<file path="src/verilog/serial_port_consts.vh">
/*
 * constants for the asynchronous serial port: control bit positions,
 * reset values, clock divider ratios and timing figures.
 * assumes inclusion by bare name from the design file.
 */
// Operation
// full duplex asynchronous port, 8-bit and 9-bit variable-rate frames.
// receive latch holds one byte while the next shifts in.
// data writes go to transmit register; reads return receive latch only.
// interrupt request while enabled whenever tx-done or rx-done flag is set.
// hardware never clears the done flags; software clears them.
// bit clock from 8-bit auto-reload baud timer; tx uses its overflows.
// hidden receive timer runs with baud timer, same reload byte.
// tx and rx timer overflows each divided by two.
// start edge on serial input forces immediate receive timer reload.
// bit rate is timer clock over (256 minus reload), halved.
// timer clock: system clock /4, /12, /48, external /8, or pin.
// software sets auto-reload and a reload for twice the bit rate.
// control bit 7 selects 8-bit or 9-bit frame format.
// 8-bit frame: start, eight data bits LSB first, stop.
// shift out LSB first on output pin, sample input pin.
// writing the data buffer starts a transmission; the port ignores a write while a frame is in progress.
// tx-done flag, control bit 1, set when stop-bit time begins.
// receiver accepts characters only while control bit 4 is set.
// accept if rx-done clear and stop ok; latch data, stop bit, flag.
// on failed acceptance nothing is loaded and no flag is set.
// on overrun the latch keeps the first byte; later data is lost.
// line idles high; start low, stop high, start found on falling edge.
`ifndef SERIAL_PORT_CONSTS_VH
`define SERIAL_PORT_CONSTS_VH

// control register bit positions
`define CTL_MODE_BIT      7
`define CTL_UNUSED_BIT    6
`define CTL_STOPCHK_BIT   5
`define CTL_RXEN_BIT      4
`define CTL_TXB9_BIT      3
`define CTL_RXB9_BIT      2
`define CTL_TXDONE_BIT    1
`define CTL_RXDONE_BIT    0
`define CTL_RESET         8'h40
`define DATA_RESET        8'h00

// baud timer clock selections
`define CLKSEL_DIV4       3'h0
`define CLKSEL_DIV12      3'h1
`define CLKSEL_DIV48      3'h2
`define CLKSEL_EXT8       3'h3
`define CLKSEL_PIN        3'h4
`define PRESCALE_W        6
`define DIV4_LAST         6'h03
`define DIV12_LAST        6'h0B
`define DIV48_LAST        6'h2F
`define EXT8_LAST         3'h7

// receive sampling: middle of the bit is one timer overflow after the edge
`define RX_BITS_LAST      4'h9
`define TX_BITS_LAST      4'h9

`endif

</file>
<file path="src/verilog/serial_port.v">
/*
 * asynchronous serial port with 8-bit and 9-bit frames, a shared data
 * buffer location, done flags cleared by software and an 8-bit
 * auto-reload baud timer with a hidden receive copy.
 * assumes one 200 MHz clock; serial input, external oscillator and
 * timer pin are asynchronous and pass two flip-flops first.
 */
`timescale 1ns/10ps
`default_nettype none
`include "serial_port_consts.vh"

module serial_port (
    // clock, reset, enable
    input  wire       clk,
    input  wire       sys_rst,
    input  wire       clk_en,
    // control register access
    input  wire       ctl_wr,
    input  wire [7:0] ctl_wdata,
    output wire [7:0] serial_control_reg,
    // data buffer access
    input  wire       data_wr,
    input  wire [7:0] data_wdata,
    output wire [7:0] serial_data_buffer,
    // baud timer setup
    input  wire       timer_run,
    input  wire [2:0] timer_clk_sel,
    input  wire [7:0] baud_reload_byte,
    output wire [7:0] baud_timer_low,
    // external timer clocks
    input  wire       ext_osc_in,
    input  wire       timer_ext_input,
    // interrupt
    input  wire       irq_enable,
    output wire       irq,
    // serial pins
    input  wire       serial_in_pin,
    output wire       serial_out_pin
);

    // ==========================================================
    // input synchronisers
    // ==========================================================
    reg [2:0] sync1_ff;
    reg [2:0] sync2_ff;
    reg       rx_prev_ff;
    reg       osc_prev_ff;
    reg       pin_prev_ff;

    // two flops per asynchronous input, edge history after the second
    always @(posedge clk) begin
        if (sys_rst) begin
            sync1_ff    <= 3'h1;                                 // idle levels: no false edge
            sync2_ff    <= 3'h1;
            rx_prev_ff  <= 1'b1;
            osc_prev_ff <= 1'b0;
            pin_prev_ff <= 1'b0;
        end else if (clk_en) begin
            sync1_ff    <= {timer_ext_input, ext_osc_in, serial_in_pin};
            sync2_ff    <= sync1_ff;
            rx_prev_ff  <= sync2_ff[0];
            osc_prev_ff <= sync2_ff[1];
            pin_prev_ff <= sync2_ff[2];
        end
    end

    wire rx_line  = sync2_ff[0];
    wire osc_rise = sync2_ff[1] & ~osc_prev_ff;
    wire pin_rise = sync2_ff[2] & ~pin_prev_ff;

    // ==========================================================
    // baud timer clock selection
    // ==========================================================
    reg [`PRESCALE_W-1:0] pre_ff;
    reg [2:0]             ext_div_ff;

    // prescale limit for the selected system clock divider
    function [`PRESCALE_W-1:0] pre_last;
        input [2:0] sel;
        begin
            case (sel)
                `CLKSEL_DIV4:  pre_last = `DIV4_LAST;
                `CLKSEL_DIV12: pre_last = `DIV12_LAST;
                default:       pre_last = `DIV48_LAST;
            endcase
        end
    endfunction

    // wrap at or past the limit so a switch to a smaller divider recovers at once
    wire pre_wrap = (pre_ff >= pre_last(timer_clk_sel));
    wire ext_wrap = osc_rise && (ext_div_ff == `EXT8_LAST);
    reg  timer_tick;

    // pick one of the five timer clock sources
    always @* begin
        case (timer_clk_sel)
            `CLKSEL_DIV4, `CLKSEL_DIV12, `CLKSEL_DIV48: timer_tick = pre_wrap;
            `CLKSEL_EXT8: timer_tick = ext_wrap;
            `CLKSEL_PIN:  timer_tick = pin_rise;
            default:      timer_tick = 1'b0;
        endcase
    end

    // prescalers
    always @(posedge clk) begin
        if (sys_rst) begin
            pre_ff     <= {`PRESCALE_W{1'b0}};
            ext_div_ff <= 3'h0;
        end else if (clk_en) begin
            pre_ff <= pre_wrap ? {`PRESCALE_W{1'b0}} : pre_ff + 1'b1;
            if (osc_rise)
                ext_div_ff <= ext_div_ff + 1'b1;
        end
    end

    // ==========================================================
    // transmit timer and hidden receive timer
    // ==========================================================
    reg [7:0] tx_tmr_ff;
    reg [7:0] rx_tmr_ff;
    reg       tx_half_ff;
    reg       rx_half_ff;
    reg       rx_start_req;

    wire tx_ovf = timer_run && timer_tick && (tx_tmr_ff == 8'hFF);
    wire rx_ovf = timer_run && timer_tick && (rx_tmr_ff == 8'hFF) && !rx_start_req;
    wire tx_bit_tick = tx_ovf && tx_half_ff;
    wire rx_bit_tick = rx_ovf && rx_half_ff;
    wire rx_mid_tick = rx_ovf && !rx_half_ff;

    assign baud_timer_low = tx_tmr_ff;

    // 8-bit auto-reload counters; rate = timer_tick rate/(256-reload)/2
    always @(posedge clk) begin
        if (sys_rst) begin
            tx_tmr_ff  <= 8'h00;
            rx_tmr_ff  <= 8'h00;
            tx_half_ff <= 1'b0;
            rx_half_ff <= 1'b0;
        end else if (clk_en) begin
            if (timer_run && timer_tick) begin
                tx_tmr_ff <= tx_ovf ? baud_reload_byte : tx_tmr_ff + 1'b1;
                if (tx_ovf)
                    tx_half_ff <= ~tx_half_ff;
            end
            if (rx_start_req) begin
                rx_tmr_ff  <= baud_reload_byte;
                rx_half_ff <= 1'b0;
            end else if (timer_run && timer_tick) begin
                rx_tmr_ff <= rx_ovf ? baud_reload_byte : rx_tmr_ff + 1'b1;
                if (rx_ovf)
                    rx_half_ff <= ~rx_half_ff;
            end
        end
    end

    // ==========================================================
    // control flags and data latch
    // ==========================================================
    reg       mode_ff;
    reg       stopchk_ff;
    reg       rxen_ff;
    reg       txb9_ff;
    reg       rxb9_ff;
    reg       txdone_ff;
    reg       rxdone_ff;
    reg [7:0] rx_latch_ff;
    wire      tx_done_set;
    wire      rx_accept;
    wire [7:0] rx_data;
    wire      rx_bit9;
    wire [7:0] ctl_reset_val = `CTL_RESET;

    assign serial_control_reg = {mode_ff, 1'b1, stopchk_ff, rxen_ff,
                                 txb9_ff, rxb9_ff, txdone_ff, rxdone_ff};
    assign serial_data_buffer = rx_latch_ff;
    assign irq = irq_enable & (txdone_ff | rxdone_ff);

    // software writes; hardware sets win over a clear in the same cycle
    always @(posedge clk) begin
        if (sys_rst) begin
            mode_ff     <= ctl_reset_val[`CTL_MODE_BIT];
            stopchk_ff  <= 1'b0;
            rxen_ff     <= 1'b0;
            txb9_ff     <= 1'b0;
            rxb9_ff     <= 1'b0;
            txdone_ff   <= 1'b0;
            rxdone_ff   <= 1'b0;
            rx_latch_ff <= `DATA_RESET;
        end else if (clk_en) begin
            if (ctl_wr) begin
                mode_ff    <= ctl_wdata[`CTL_MODE_BIT];
                stopchk_ff <= ctl_wdata[`CTL_STOPCHK_BIT];
                rxen_ff    <= ctl_wdata[`CTL_RXEN_BIT];
                txb9_ff    <= ctl_wdata[`CTL_TXB9_BIT];
                rxb9_ff    <= ctl_wdata[`CTL_RXB9_BIT];
                txdone_ff  <= ctl_wdata[`CTL_TXDONE_BIT];
                rxdone_ff  <= ctl_wdata[`CTL_RXDONE_BIT];
            end
            if (tx_done_set)
                txdone_ff <= 1'b1;
            if (rx_accept) begin
                rx_latch_ff <= rx_data;
                rxb9_ff     <= rx_bit9;
                rxdone_ff   <= 1'b1;
            end
        end
    end

    // ==========================================================
    // transmitter
    // ==========================================================
    reg       tx_busy_ff;
    reg [3:0] tx_cnt_ff;
    reg [9:0] tx_shift_ff;
    reg       tx_out_ff;

    // stop bit position: count 9 in 8-bit mode, count 10 in 9-bit mode
    wire [3:0] tx_stop_pos = mode_ff ? 4'hA : `TX_BITS_LAST;
    // flag rises with the tick that drives the stop level
    assign tx_done_set = tx_busy_ff && tx_bit_tick && (tx_cnt_ff == tx_stop_pos);
    assign serial_out_pin = tx_out_ff;

    // load on data write, shift LSB first each bit time
    always @(posedge clk) begin
        if (sys_rst) begin
            tx_busy_ff  <= 1'b0;
            tx_cnt_ff   <= 4'h0;
            tx_shift_ff <= 10'h3FF;
            tx_out_ff   <= 1'b1;
        end else if (clk_en) begin
            if (data_wr && !tx_busy_ff) begin
                tx_shift_ff <= {1'b1, txb9_ff, data_wdata};
                tx_busy_ff  <= 1'b1;
                tx_cnt_ff   <= 4'h0;
            end else if (tx_busy_ff && tx_bit_tick) begin
                if (tx_cnt_ff == 4'h0) begin
                    tx_out_ff <= 1'b0;
                end else if (tx_cnt_ff == tx_stop_pos) begin
                    tx_out_ff <= 1'b1;
                end else begin
                    tx_out_ff   <= tx_shift_ff[0];
                    tx_shift_ff <= {1'b1, tx_shift_ff[9:1]};
                end
                if (tx_cnt_ff == tx_stop_pos + 4'h1) begin
                    tx_busy_ff <= 1'b0;
                    tx_out_ff  <= 1'b1;
                end
                tx_cnt_ff <= tx_cnt_ff + 4'h1;
            end
        end
    end

    // ==========================================================
    // receiver
    // ==========================================================
    localparam RX_IDLE = 2'h0;
    localparam RX_BITS = 2'h1;
    reg [1:0] rx_st_ff;
    reg [3:0] rx_cnt_ff;
    reg [7:0] rx_shift_ff;
    reg       rx_b9_ff;

    wire [3:0] rx_stop_pos = mode_ff ? 4'hA : `RX_BITS_LAST;
    wire       rx_fall = rx_prev_ff & ~rx_line;

    // start edge request while enabled and idle
    always @* begin
        rx_start_req = (rx_st_ff == RX_IDLE) && rxen_ff && rx_fall && timer_run;
    end

    wire rx_stop_now = (rx_st_ff == RX_BITS) && rx_mid_tick && (rx_cnt_ff == rx_stop_pos);
    assign rx_data = rx_shift_ff;
    // 8-bit mode stores the stop bit, 9-bit mode the ninth data bit
    assign rx_bit9 = mode_ff ? rx_b9_ff : rx_line;
    assign rx_accept = rx_stop_now && !rxdone_ff &&
                       (!stopchk_ff || (mode_ff ? rx_b9_ff : rx_line));

    // sample mid-bit on every other receive overflow
    always @(posedge clk) begin
        if (sys_rst) begin
            rx_st_ff    <= RX_IDLE;
            rx_cnt_ff   <= 4'h0;
            rx_shift_ff <= 8'h00;
            rx_b9_ff    <= 1'b0;
        end else if (clk_en) begin
            case (rx_st_ff)
                RX_IDLE: begin
                    if (rx_start_req) begin
                        rx_st_ff  <= RX_BITS;
                        rx_cnt_ff <= 4'h0;
                    end
                end
                RX_BITS: begin
                    if (rx_mid_tick) begin
                        if (rx_cnt_ff == 4'h0 && rx_line) begin
                            rx_st_ff <= RX_IDLE;                 // false start
                        end else if (rx_cnt_ff == rx_stop_pos) begin
                            rx_st_ff <= RX_IDLE;
                        end else if (rx_cnt_ff != 4'h0) begin
                            if (mode_ff && rx_cnt_ff == 4'h9)
                                rx_b9_ff <= rx_line;
                            else
                                rx_shift_ff <= {rx_line, rx_shift_ff[7:1]};
                        end
                        rx_cnt_ff <= rx_cnt_ff + 4'h1;
                    end
                end
                default: rx_st_ff <= RX_IDLE;
            endcase
        end
    end

endmodule
`default_nettype wire

</file>
<file path="config.mk">
export PLATFORM = sky130hd
export DESIGN_NAME = serial_port
export DESIGN_NICKNAME = d
export VERILOG_FILES = /design/src/verilog/serial_port.v
export VERILOG_INCLUDE_DIRS = /design/src /design/src/verilog
export SDC_FILE = /design/constraint.sdc
export NUM_CORES = 1
export LEC_CHECK = 0
export ABC_AREA = 1
export BUFFER_PORTS_ARGS = -buffer_cell sky130_fd_sc_hd__buf_2
export CAP_MARGIN = 5
export CORE_MARGIN = 3
export CORE_UTILIZATION = 40
export CTS_CLUSTER_SIZE = 14
export DETAILED_ROUTE_END_ITERATION = 7
export GPL_ROUTABILITY_DRIVEN = 0
export SLEW_MARGIN = 20
export SYNTH_ARGS = -nofsm -noshare
export SYNTH_HDL_FRONTEND = slang
export SYNTH_SLANG_ARGS = --single-unit
export TNS_END_PERCENT = 30
</file>
<file path="constraint.sdc">
create_clock -name clk -period 2 [get_ports clk]
set_input_delay 0.2 -clock clk [delete_from_list [all_inputs] [get_ports clk]]
set_output_delay 0.2 -clock clk [all_outputs]
set_load 0.01 [all_outputs]
</file>
### Word level (Yosys, flattened, before mapping)

Index checks and enable logic that the tools add are counted.

| word-level totals | value |
|---|---|
| flip-flop bits (word level) | 82 |

| operators by class | value |
|---|---|
| equality and inequality tests | 17 |
| magnitude comparators | 1 |
| bitwise operators | 14 |
| multiplexer cells | 38 |
| $add $sub $neg | 7 |
| reductions and logical operators | 55 |

Operators with widths:

| kind | count |
|---|---|
| two-way mux 10 bit | 4 |
| two-way mux 8 bit | 4 |
| logical AND 1 bit | 19 |
| adder 8 x 1 -> 8 bit, second input constant | 2 |
| == test 8 bit, second input constant | 2 |
| two-way mux 1 bit | 16 |
| two-way mux 4 bit | 4 |
| AND reduction 2 bit | 8 |
| AND reduction 7 bit | 2 |
| nonzero test 2 bit | 7 |
| adder 4 x 1 -> 4 bit, second input constant | 3 |
| == test 4 bit | 3 |
| one-hot mux 6 bit (2 select lines) | 1 |
| AND reduction 3 bit | 4 |
| AND reduction 4 bit | 3 |
| two-way mux 2 bit | 5 |
| NOT 1 bit | 9 |
| zero test 4 bit | 2 |
| one-hot mux 4 bit (2 select lines) | 1 |
| adder 6 x 1 -> 6 bit, second input constant | 1 |
| == test 3 x 2 -> 1 bit, second input constant | 2 |
| == test 3 bit, second input constant | 2 |
| >= comparator 6 bit | 1 |
| two-way mux 6 bit | 1 |
| other kinds (17) | 26 |

### Longest topological paths before layout

| logic depth | value |
|---|---|
| depth after elaboration | 14 |
| depth in mapped cells | 15 |
| depth with buffers taken out | 15 |

### Worst setup path after synthesis

Ideal clock, no wire load.

| timing path | value |
|---|---|
| path type | register -> register |
| from | reg pre_ff[5] |
| to | reg tx_busy_ff |
| period minus slack after synthesis | 1.766 ns |
| required time | 1.868 ns |
| setup time | 0.132 ns |
| slack | 0.234 ns |
| arrival time | 1.634 ns |
| path buffers | 1 |
| stages on the path, launching flop included | 14 |
| cells stage by stage | dfxtp_1 ha_1 inv_1 nor2_1 nand3_1 nand2_2 nand2_2 nand2_4 nand3_4 nor2_4 buf_6 nand2_1 o21ai_1 a21oi_1 |

| between the ends | value |
|---|---|
| longest elaborated chain between the ends | 8 |

RTL lines:

| element | line | text |
|---|---|---|
| start: declaration | serial_port.v:74 | `` reg [`PRESCALE_W-1:0] pre_ff; `` |
| start signal: assignment | serial_port.v:107 | `` pre_ff <= {`PRESCALE_W{1'b0}}; `` |
| start signal: assignment | serial_port.v:110 | `` pre_ff <= pre_wrap ? {`PRESCALE_W{1'b0}} : pre_ff + 1'b1; `` |
| >= comparator 6 bit | serial_port.v:90 | `wire pre_wrap = (pre_ff >= pre_last(timer_clk_sel));` |
| one-hot mux 1 bit (3 select lines) | serial_port.v:96 | `case (timer_clk_sel)` |
| logical AND 1 bit (2 in series) | serial_port.v:125 | `wire tx_ovf = timer_run && timer_tick && (tx_tmr_ff == 8'hFF);` |
| logical AND 1 bit | serial_port.v:127 | `wire tx_bit_tick = tx_ovf && tx_half_ff;` |
| logical AND 1 bit | serial_port.v:236 | `end else if (tx_busy_ff && tx_bit_tick) begin` |
| nonzero test 2 bit (no line) | -- |  |
| AND reduction 3 bit (no line) | -- |  |
| end signal: assignment | serial_port.v:227 | `tx_busy_ff <= 1'b0;` |
| end signal: assignment | serial_port.v:234 | `tx_busy_ff <= 1'b1;` |
| end signal: assignment | serial_port.v:246 | `tx_busy_ff <= 1'b0;` |
| end: declaration | serial_port.v:213 | `reg tx_busy_ff;` |

No other way between the ends.
A chain may end at the register's enable or synchronous reset.

### Worst setup path after layout

| timing path | value |
|---|---|
| from | reg pre_ff[5] |
| to | reg tx_shift_ff[8] |

| between the ends | value |
|---|---|
| longest elaborated chain between the ends | 8 |

RTL lines:

| element | line | text |
|---|---|---|
| >= comparator 6 bit | serial_port.v:90 |  |
| one-hot mux 1 bit (3 select lines) | serial_port.v:96 |  |
| logical AND 1 bit (2 in series) | serial_port.v:125 |  |
| logical AND 1 bit | serial_port.v:127 |  |
| logical AND 1 bit | serial_port.v:236 |  |
| nonzero test 2 bit (no line) | -- |  |
| AND reduction 4 bit (no line) | -- |  |
| end signal: assignment | serial_port.v:233 | `tx_shift_ff <= {1'b1, txb9_ff, data_wdata};` |
| end signal: assignment | serial_port.v:243 | `tx_shift_ff <= {1'b1, tx_shift_ff[9:1]};` |
| end: declaration | serial_port.v:215 | `reg [9:0] tx_shift_ff;` |

No other way between the ends.

==> results.sh <==
export IMPL_status="completed"
export IMPL_slew_viol_final=0
export IMPL_worstSetupPathType="reg -> reg"
export IMPL_synth_seq_cells=80
export IMPL_cp_max_fo=8
export IMPL_grt_max_degree=41
export IMPL_maxSlewHeadroom_pct=60.0
export IMPL_die_w_microns=108
export IMPL_r2r_start="pre_ff[5]"
export IMPL_power_leakage_nw=2.35
export IMPL_synth_edf_count=0
export IMPL_crit_path_start_kind="flip-flop"
export IMPL_finalCritPeriodShare_pct=97.1
export IMPL_grt_overflow=0
export IMPL_viasPerCell=4.93
export IMPL_wirelength_mm=9.74
export IMPL_placed_cells=765
export IMPL_whs_path_depth=3
export IMPL_final_common_cell="nand2_1"
export IMPL_cts_hold_buf=0
export IMPL_area_delta_synth_final_pct=22.2
export IMPL_rrSetupSlack_ns=0.06
export IMPL_postRouteAntennaNets=0
export IMPL_synth_warnings=0
export IMPL_grt_usage_pct=17.3
export IMPL_cts_sinks=80
export IMPL_min_to="sync1_ff[0]"
export IMPL_setup_viol=0
export IMPL_grt_pass1_vias=3625
export IMPL_grt_pass1_wl_mm=16.5
export IMPL_cts_path_max_buffers=2
export IMPL_netlist_area_sq_um=4160
export IMPL_peakVddDrop_uv=413
export IMPL_clk_pin_slew_ns=0.09
export IMPL_die_y_microns=108
export IMPL_drv_cap=0
export IMPL_power_density_nw_per_um2=648
export IMPL_timing_rr_end="tx_shift_ff[8]"
export IMPL_diodes=0
export IMPL_cts_buffers=9
export IMPL_antenna_found_initial=0
export IMPL_clock_skew_ns=0.0131
export IMPL_async_reset_ff_share_pct=0
export IMPL_ys_types=43
export IMPL_start_util_pct=41.8
export IMPL_syn_mean_instance_area_sq_um=7.27
export IMPL_drtIter0Drc=181
export IMPL_min_period_ns=1.94
export IMPL_root_buffer="clkbuf_8"
export IMPL_placementRows=36
export IMPL_final_cell_count_no_fill=785
export IMPL_finish_utilization_pct=51.0
export IMPL_fp_coreArea_sq_um=9950
export IMPL_clkLatencyLatePin_ns=0.37
export IMPL_r2r_cells=13
export IMPL_hold_class="in -> reg"
export IMPL_dp_hpwl_mm=6.93
export IMPL_syn_inst=572
export IMPL_endpoint_kind="flip-flop"
export IMPL_ios=63
export IMPL_route_detailed_drc=0
export IMPL_arrival_ns=2.24
export IMPL_max_freq_mhz=515
export IMPL_fin_tns_setup_ns=0
export IMPL_cts_tree="built"
export IMPL_hold_start="serial_in_pin"
export IMPL_worst_pin_slew_ns=0.599
export IMPL_portBuffers=60
export IMPL_die_area_sq_um=11700
export IMPL_layout_common_cells="nand2_1, nor2_1, dfxtp_1"
export IMPL_synth_flop_cell="dfxtp_1"
export IMPL_wl_per_cell_microns=12.4
export IMPL_vias=3873
export IMPL_ys_seq_area_share_pct=38.5
export IMPL_firstDrtPassIters=7
export IMPL_nets=697
export IMPL_crit_start="pre_ff[5]"
export IMPL_crit_required_ns=2.30
export IMPL_rsz0062_at_grt="true"
export IMPL_hold_viol_final=0
export IMPL_synthesis_nets=622
export IMPL_final_layout_size_suffix_gt1_share_pct=26.5
export IMPL_h_tree_depth=3
-- logic make-up after synthesis --
family / count (synthesis) / synth area share (%)
adders and majority gates: 13 / 3.91
other: 1 / 0.0902
DFF: 80 / 38.5
xor gates and xnor gates: 15 / 3.16
AOI/OAI and AO/OA: 110 / 14.4
and+or+nand+nor: 273 / 31.1
buffers and inverters: 80 / 8.79
-- metal layers --
layer | global-route usage (%) | up-vias | part of all wire [%]
li1 | - | 2018 | -
met1 | 23.0 | 1777 | 49
met2 | 27.7 | 65 | 46
met3 | 2.99 | 13 | 3.6
met4 | 7.48 | 0 | 1.6
met5 | 0 | - | 0
-- how the worst max path moves through the flow --
stage	endpoint	slack (ns)	cells after the start
after global routing	tx_shift_ff[8]	-0.08	13
after detailed placement	tx_shift_ff[0]	-0.08	14
after CTS	tx_shift_ff[0]	0.001	12
after floorplan	tx_busy_ff	0.23	13
after global placement	tx_shift_ff[6]	0.007	14
final	tx_shift_ff[8]	0.06	13
-- final cells by class --
cell class	instances	area (sq um)
fillers	994	4870
multi-input cells	413	2350
flip-flops and latches	80	1610
repair buffers	89	534
inverters	53	205
well taps	133	166
clock buffers	9	124
clock inverters	7	82.6
repair inverters	1	5.00
-- metrics by stage --
stage	worst slack, ns	hold slack [ns]	area (sq um)	power [mW]
CTS	0.00147	0.0333	4880	3.31
detailed placement	-0.0827	0.418	4670	2.03
global route	-0.0775	0.0495	5080	3.44
global placement	0.00698	0.424	4670	2.02
finish	0.0576	0.0466	5080	3.29
floorplan	0.234	0.326	4160	1.92
-- report_power, final --
group,internal [mW],switching (mW),leakage [nW]
logic,0.136,0.206,1.59
clock network,0.601,0.666,0.106
registers,1.64,0.0377,0.654
-- sequential cells by signal, summed over array words and instances (netlist names), 3 cells and up --
register	flops
baud_timer_low	8
ext_div_ff	3
pre_ff	6
rx_cnt_ff	4
rx_data	8
rx_tmr_ff	8
serial_data_buffer	8
sync1_ff	3
sync2_ff	3
tx_cnt_ff	4
tx_shift_ff	9
-- synth_stat cells, types with 6 or more instances --
cell type  instances  share of area [%]
ha_1              13                3.9
a21oi_1           35                4.2
nand3_1           57                6.9
xnor2_1            6                1.3
o21ai_0           53                6.4
buf_4             10                1.8
inv_1             46                4.2
nor2_1            85                7.7
nand2_2            7                1.1
dfxtp_1           80                 39
nand2_1           91                8.2
xor2_1             9                1.9
clkbuf_1          10               0.90
-- repair_timing --
action,CTS,global route
hold endpoints to repair,0,0
buffers inserted,0,2
gates resized for setup,0,38
endpoints found under the setup margin,0,48
-- worst max-delay path, stage by stage, from the launching register on --
cell	delay, ns
dfxtp_2	0.34
ha_4	0.25
inv_2	0.03
nor2_2	0.10
nand3_2	0.07
nand2_2	0.08
nand2_2	0.07
nand2_4	0.10
nand3_4	0.10
nor2_4	0.21
nand3_4	0.20
nand2_4	0.16
nand3_2	0.10
nand3_2	0.06
Power figures use the tool's default switching activity.
